**src/core/misc_skip_defines.vh**
```
`ifndef MISC_SKIP_DEFINES_VH
`define MISC_SKIP_DEFINES_VH
`define OP_SKIP_T3        10'h282
`define OP_SOFT_RESET     10'h001
`define OP_SET_TABLE_HIGH 10'h059
`define OP_VDET_PD        10'h293
`define T3_EN_BIT         0
`define REG_CTRL          8'h00
`define REG_STATUS        8'h04
`define REG_IRQ_STAT      8'h08
`define REG_IRQ_MASK      8'h0C
`define ST_SKIP_BIT       0
`define ST_T3CLR_BIT      1
`define ST_SOFTWARE_SYSTEM_RESET_BIT       2
`define ST_UPT_BIT        3
`define ST_VDET_BIT       4
`define IRQ_W             5
`define CTRL_RESET_VAL    4'h0
`endif

```
**src/core/misc_opcode_decode.v**
```verilog
`include "misc_skip_defines.vh"
module misc_opcode_decode (
  input  wire [9:0] opcode_in,
  input  wire       valid_in,
  output wire       is_skip_t3_out,
  output wire       is_soft_reset_out,
  output wire       is_set_table_out,
  output wire       is_vdet_out
);
  assign is_skip_t3_out    = valid_in && (opcode_in == `OP_SKIP_T3);
  assign is_soft_reset_out = valid_in && (opcode_in == `OP_SOFT_RESET);
  assign is_set_table_out  = valid_in && (opcode_in == `OP_SET_TABLE_HIGH);
  assign is_vdet_out       = valid_in && (opcode_in == `OP_VDET_PD);
endmodule

```
**src/core/misc_flag_skip.v**
```verilog
// Function
// - The timer-3 skip is decoded from opcode 1010000010, one word, one cycle.
// - With the enable bit 0, it skips the next instruction when the timer-3 flag is 1.
// - With the enable bit 0, it also clears the timer-3 request flag.
// - With the enable bit 1, it is a no-operation: no skip, flag untouched.
// - The gating bit is bit 0 of the interrupt control register.
// - Opcode 0001011001 sets the table high-bit enable flag to 1.
// - Opcode 1010010011 sets the flag keeping the voltage detector active in powerdown.
//
// Chosen here: the address map and the AHB-Lite slave port.
`include "misc_skip_defines.vh"
module misc_flag_skip (
  input  wire        CLK_IN,
  input  wire        RST_B_IN,
  input  wire [9:0]  OPCODE_IN,
  input  wire        OP_VALID_IN,
  input  wire        T3_FLAG_IN,
  input  wire [31:0] HADDR_IN,
  input  wire [1:0]  HTRANS_IN,
  input  wire        HWRITE_IN,
  input  wire [2:0]  HSIZE_IN,
  input  wire        HSEL_IN,
  input  wire        HREADY_IN,
  input  wire [31:0] HWDATA_IN,
  output reg  [31:0] HRDATA_OUT,
  output reg         HREADYOUT_OUT,
  output reg         HRESP_OUT,
  output reg         SKIP_NEXT_OUT,
  output reg         T3_FLAG_CLEAR_OUT,
  output reg         SYS_RESET_OUT,
  output reg         TABLE_HIGH_FLAG_OUT,
  output reg         VDET_PD_FLAG_OUT,
  output reg         IRQ_OUT
);
  wire is_skip;
  wire is_software_system_reset;
  wire is_upt;
  wire is_vdet;
  reg  [3:0]  ctrl_q;
  reg  [`IRQ_W-1:0] stat_q;
  reg  [`IRQ_W-1:0] mask_q;
  reg         wr_pend_q;
  reg         rd_stat_q;
  reg  [7:0]  addr_q;
  wire        gate;
  wire        skip_now;
  wire        clr_now;
  wire [`IRQ_W-1:0] events;
  wire        acc;
  reg  [31:0] rdata_d;

  misc_opcode_decode u_dec (
    .opcode_in         (OPCODE_IN),
    .valid_in          (OP_VALID_IN),
    .is_skip_t3_out    (is_skip),
    .is_soft_reset_out (is_software_system_reset),
    .is_set_table_out  (is_upt),
    .is_vdet_out       (is_vdet)
  );

  // Flag comes from the core's own clock domain, no synchroniser needed
  assign gate     = ctrl_q[`T3_EN_BIT];
  assign skip_now = is_skip && !gate && T3_FLAG_IN;
  assign clr_now  = is_skip && !gate;
  assign events   = {is_vdet, is_upt, is_software_system_reset, clr_now, skip_now};
  assign acc      = HSEL_IN && HREADY_IN && HTRANS_IN[1];

  always @* begin
    rdata_d = 32'h0000_0000;
    case (HADDR_IN[7:0])
      `REG_CTRL:     rdata_d = {28'h000_0000, ctrl_q};
      `REG_STATUS:   rdata_d = {30'h0000_0000, VDET_PD_FLAG_OUT, TABLE_HIGH_FLAG_OUT};
      `REG_IRQ_STAT: rdata_d = {27'h000_0000, stat_q};
      `REG_IRQ_MASK: rdata_d = {27'h000_0000, mask_q};
      default:       rdata_d = 32'h0000_0000;
    endcase
  end

  always @(posedge CLK_IN) begin
    if (!RST_B_IN) begin
      ctrl_q              <= `CTRL_RESET_VAL;
      stat_q              <= 5'h00;
      mask_q              <= 5'h00;
      wr_pend_q           <= 1'b0;
      rd_stat_q           <= 1'b0;
      addr_q              <= 8'h00;
      HRDATA_OUT          <= 32'h0000_0000;
      HREADYOUT_OUT       <= 1'b1;
      HRESP_OUT           <= 1'b0;
      SKIP_NEXT_OUT       <= 1'b0;
      T3_FLAG_CLEAR_OUT   <= 1'b0;
      SYS_RESET_OUT       <= 1'b0;
      TABLE_HIGH_FLAG_OUT <= 1'b0;
      VDET_PD_FLAG_OUT    <= 1'b0;
      IRQ_OUT             <= 1'b0;
    end else begin
      SKIP_NEXT_OUT     <= skip_now;
      T3_FLAG_CLEAR_OUT <= clr_now;
      // Pulse fed back to core reset; the flags here stay, only core state resets
      SYS_RESET_OUT     <= is_software_system_reset;
      if (is_upt)
        TABLE_HIGH_FLAG_OUT <= 1'b1;
      if (is_vdet)
        VDET_PD_FLAG_OUT <= 1'b1;
      wr_pend_q <= acc && HWRITE_IN;
      rd_stat_q <= acc && !HWRITE_IN && (HADDR_IN[7:0] == `REG_IRQ_STAT);
      addr_q    <= HADDR_IN[7:0];
      if (acc && !HWRITE_IN)
        HRDATA_OUT <= rdata_d;
      if (wr_pend_q && addr_q == `REG_CTRL)
        ctrl_q <= HWDATA_IN[3:0];
      if (wr_pend_q && addr_q == `REG_IRQ_MASK)
        mask_q <= HWDATA_IN[`IRQ_W-1:0];
      // New events win over the read-clear
      stat_q  <= (rd_stat_q ? 5'h00 : stat_q) | events;
      IRQ_OUT <= |(((rd_stat_q ? 5'h00 : stat_q) | events) & mask_q);
    end
  end
endmodule

```
**config.mk**
```make
export PLATFORM = sky130hd
export DESIGN_NAME = misc_flag_skip
export DESIGN_NICKNAME = d
export VERILOG_FILES = /design/src/core/misc_opcode_decode.v /design/src/core/misc_flag_skip.v
export VERILOG_INCLUDE_DIRS = /design/src /design/src/core
export SDC_FILE = /design/constraint.sdc
export NUM_CORES = 1
export LEC_CHECK = 0
export BUFFER_PORTS_ARGS = -buffer_cell sky130_fd_sc_hd__buf_4
export CORE_MARGIN = 4
export CORE_UTILIZATION = 39
export DETAILED_ROUTE_END_ITERATION = 10
export MAX_ROUTING_LAYER = met4
export PLACE_DENSITY_LB_ADDON = 0.05
export SYNTH_ARGS = -nofsm -noshare
export SYNTH_HDL_FRONTEND = slang
export SYNTH_HIERARCHICAL = 1
export SYNTH_SLANG_ARGS = --single-unit
```
**constraint.sdc**
```tcl
create_clock -name CLK_IN -period 2.4 [get_ports CLK_IN]
set_input_delay 0.48 -clock CLK_IN [delete_from_list [all_inputs] [get_ports CLK_IN]]
set_output_delay 0.48 -clock CLK_IN [all_outputs]
set_load 0.005 [all_outputs]
```
==> summary by stage <==
CTS
The number of setup buffers added after CTS is 0. Counting every sink on the clock net gives 35. The clock tree synthesis step divided the H-tree into 2 levels. The insertion delay to the later sink of the worst-skew pair is 0.29 ns.

TritonCTS created 5 clock buffers. After clock tree synthesis, the flow added hold-fix buffers numbering 0. The clock transition time at the flip-flop clock pins of the worst setup and hold paths is 0.07 ns. The buffer type at the clock tree root is clkbuf_8.

TritonCTS built the clock tree. The number of resized instances in the post-cts repair step is 0. The number of buffers on the longest clock path is 2.

Critical path
The top cell family by delay on the critical path is simple AND/OR/NAND/NOR gates. At the worst endpoint, the required time is 2.61 ns. Traced cell by cell, the critical path runs through buf_4, or4_4, nor4_1, nor2b_1, o21ai_0, and4_1, a21boi_0. The startpoint type of the worst setup path is an input port. STA classifies the critical path endpoint as a register. The largest fanout on the critical path is 5. The critical path buffer and inverter count is 1. The start point of the critical path is OPCODE_IN[5]. The critical register-to-register path startpoint is addr_q[4]$_SDFF_PN0_. For flop-to-flop paths, the worst setup slack is 0.74 ns. The worst stage delay on the critical path is 0.53 ns. The category of the most critical setup path is input port to register. For this design, the slowest cell found on the critical path is or4_4. For the worst setup path, the data arrival time is 2.13 ns.

Logic synthesis
The post-synthesis instance area is 1650 um^2. The synthesized area divided by synthesized cell count is 10.0 um^2. Of the total synthesized cell area, the portion taken by XOR and XNOR cells is 0%. The synthesized netlist devotes 0% of its cell area to adder and majority cells.

Ranked by total cell area, the synthesized netlist is headed by dfxtp_1 (43%), buf_4 (13%), nor2b_1 (7.2%). The largest family of logic cells by synthesized area is simple AND/OR/NAND/NOR gates. The proportion of register bits with asynchronous set or reset after synthesis is 0%. The share of the yosys chip area belonging to registers is 42.6%.

The netlist uses 36 different library cells. The dominant register cell in the synthesized netlist is dfxtp_1. The area fraction in compound gates after synthesis is 7.90%. The count of warnings emitted by yosys is 6. In the synthesized netlist, mux cells make up 10.1% of the area. After synthesis, the largest area contributor takes up 42.6% of total cell area. Counting flops with a built-in enable in the synthesized netlist gives 0. The count of state elements after synthesis is 35. The gate count of the mapped netlist is 164. The simple-gate share of the synthesized area is 24.3%. The dominant cell type by area after synthesis is dfxtp_1.

Route
The routed via count divided by cell count is 4.50. The number of nets still failing antenna checks after routing is 0. The via count is 1161. After detailed routing, the number of remaining DRC violations is 0. The pre-antenna-repair detailed-routing pass consisted of 4 iterations. In the final routed layout, each cell accounts on average for 13.6 um. The first routing iteration left 30 violations. Wires add up to 3520 um.

Global routing
The first-pass GRT wire length is 5620 um. The number of global-route vias before repair is 1124. The global router's overall resource usage is 14.6%.

The total overflow left after global routing is 0. The pin count of the biggest net entering global routing is 35. The initial antenna violation count was 0.

Min path
The min-delay analysis places its worst path in the category input port to register. The worst min-delay path startpoint is HADDR_IN[4].

Placement
During placement, the flow inserted port buffers numbering 41. Detailed placement ended at an HPWL of 2730 um. Once placement finished, the instance area stood at 1900 um^2.

At the end of routability-driven placement, the weighted congestion stood at 0.789.

Floorplan
From left edge to right edge, the die measures 73.0 um. The die area is 5330 um^2. The floorplan has 23 rows. The die is 73.0 um tall. The core region is 4030 um^2. The effective utilization at floorplan is 40.9%. The number of top-level pins is 126.

Layout
The most common cell after layout, fill and taps aside is buf_4. Once layout is done, the placed cells without fillers occupy 2000 um^2. The top cell types in the final layout, fill and taps aside, are buf_4 (43), dfxtp_1 (35), conb_1 (29). The area added between synthesis and finish is 21.2%. The final antenna diode count is 0. The net total in the final layout is 293. The share of post-route cells with drive strength above 1 is 28.8%.

STA
The final period utilization is 79.8%. Derived from the worst setup path, the maximum achievable clock frequency is 522 MHz. The clock arrives with 0.00385 ns of skew. The final total negative setup slack is 0 ns. The final hold violation count was 0. Setup repair after global routing left no endpoint under its margin.

Final hold analysis gives a worst-case slack of 0.409 ns. The final count of negative-setup-slack endpoints is 0. The final period demand of the worst path is 1.91 ns. The final-report max-slew violation count was 0.

Power
The highest ir drop seen on vdd is 0.000311 V. Sequential cells account for 51.6% of the total power. Summed over all nets, the switching power comes to 248 uW. Dividing total power by cell area gives a power density of 574 nW/um^2. The standby leakage power is 0.000905 uW. The clock network accounts for 40.5% of the total power. The combinational share of power is 7.9%. The internal power of the cells totals 897 uW. The share of total power consumed by net switching is 21.7%.

Outcome
The flow ran to the end, and the final reports show no timing, DRC or antenna violations.

Job
The number of max-capacitance violations reported is 0.
cells by family after synthesis:
kind of cell | Yosys count
other cells | 2
mux | 14
buf+inv | 35
compound gates | 19
flops | 35
simple gates | 59
path summary, 6_finish.rpt:
kind,endpoint,cells past startpoint
hold reg to reg,IRQ_OUT$_SDFF_PN0_,2
hold / removal,addr_q[4]$_SDFF_PN0_,2
setup / recovery,IRQ_OUT$_SDFF_PN0_,7
setup reg to reg,mask_q[0]$_SDFFE_PN0P_,4
synth_stat cells (2+ instances only):
cell type and count:
mux4_2 2, or4_4 2, a22oi_1 4, nor4_1 3
nand3_1 4, nand2_1 4, nor2b_1 19, buf_4 29
and2_1 10, clkbuf_1 4, mux2i_1 11, dfxtp_1 35
conb_1 2, nand4b_1 2, o21ai_0 6, nor2_1 2
o21a_1 6
power by group through the flow:
stage / sequential, uW / clock [uW] / combinational [uW]
4_1_cts: 591 / 477 / 90.2
5_1_grt: 591 / 503 / 103
6_report: 591 / 464 / 91.0
2_1_floorplan: 603 / 0 / 75.1
3_3_place_gp: 604 / 0 / 87.7
3_5_place_dp: 604 / 0 / 90.0
metal layers:
layer,vias to the layer above,share of wire [%],global-route usage (%),wire length (um)
met5,-,0,-,0
met2,36,50,22.7,1760
met3,4,7.0,5.79,247
li1,597,-,-,-
met1,524,42,17.1,1480
met4,0,1.1,4.92,40
state kept, by name, indices dropped and copies added (netlist names):
name / flops
HRDATA_OUT: 5
IRQ_OUT: 1
SKIP_NEXT_OUT: 1
SYS_RESET_OUT: 1
T3_FLAG_CLEAR_OUT: 1
TABLE_HIGH_FLAG_OUT: 1
VDET_PD_FLAG_OUT: 1
addr_q: 8
ctrl_q: 4
mask_q: 5
rd_stat_q: 1
stat_q: 5
wr_pend_q: 1
through the flow:
stage / cells / total power [uW] / utilization [%] / setup WS (ns)
after floorplan: 191 / 678 / - / 0.559
after global placement: 250 / 692 / 47.0 / 0.178
after detailed placement: 250 / 694 / 47.0 / 0.194
after CTS: 258 / 1160 / 49.5 / 0.491
after global routing: 258 / 1200 / 49.5 / 0.333
final: 258 / 1150 / 49.5 / 0.486
final cells by class:
| type | count | area (um^2) |
|---|---|---|
| sequential | 35 | 701 |
| fill | 394 | 2030 |
| timing repair buffer | 43 | 323 |
| multi-input combinational | 121 | 806 |
| clock buffer | 8 | 100 |
| tap | 50 | 62.6 |
| inverter | 1 | 3.75 |
Power figures use the tool's default switching activity.
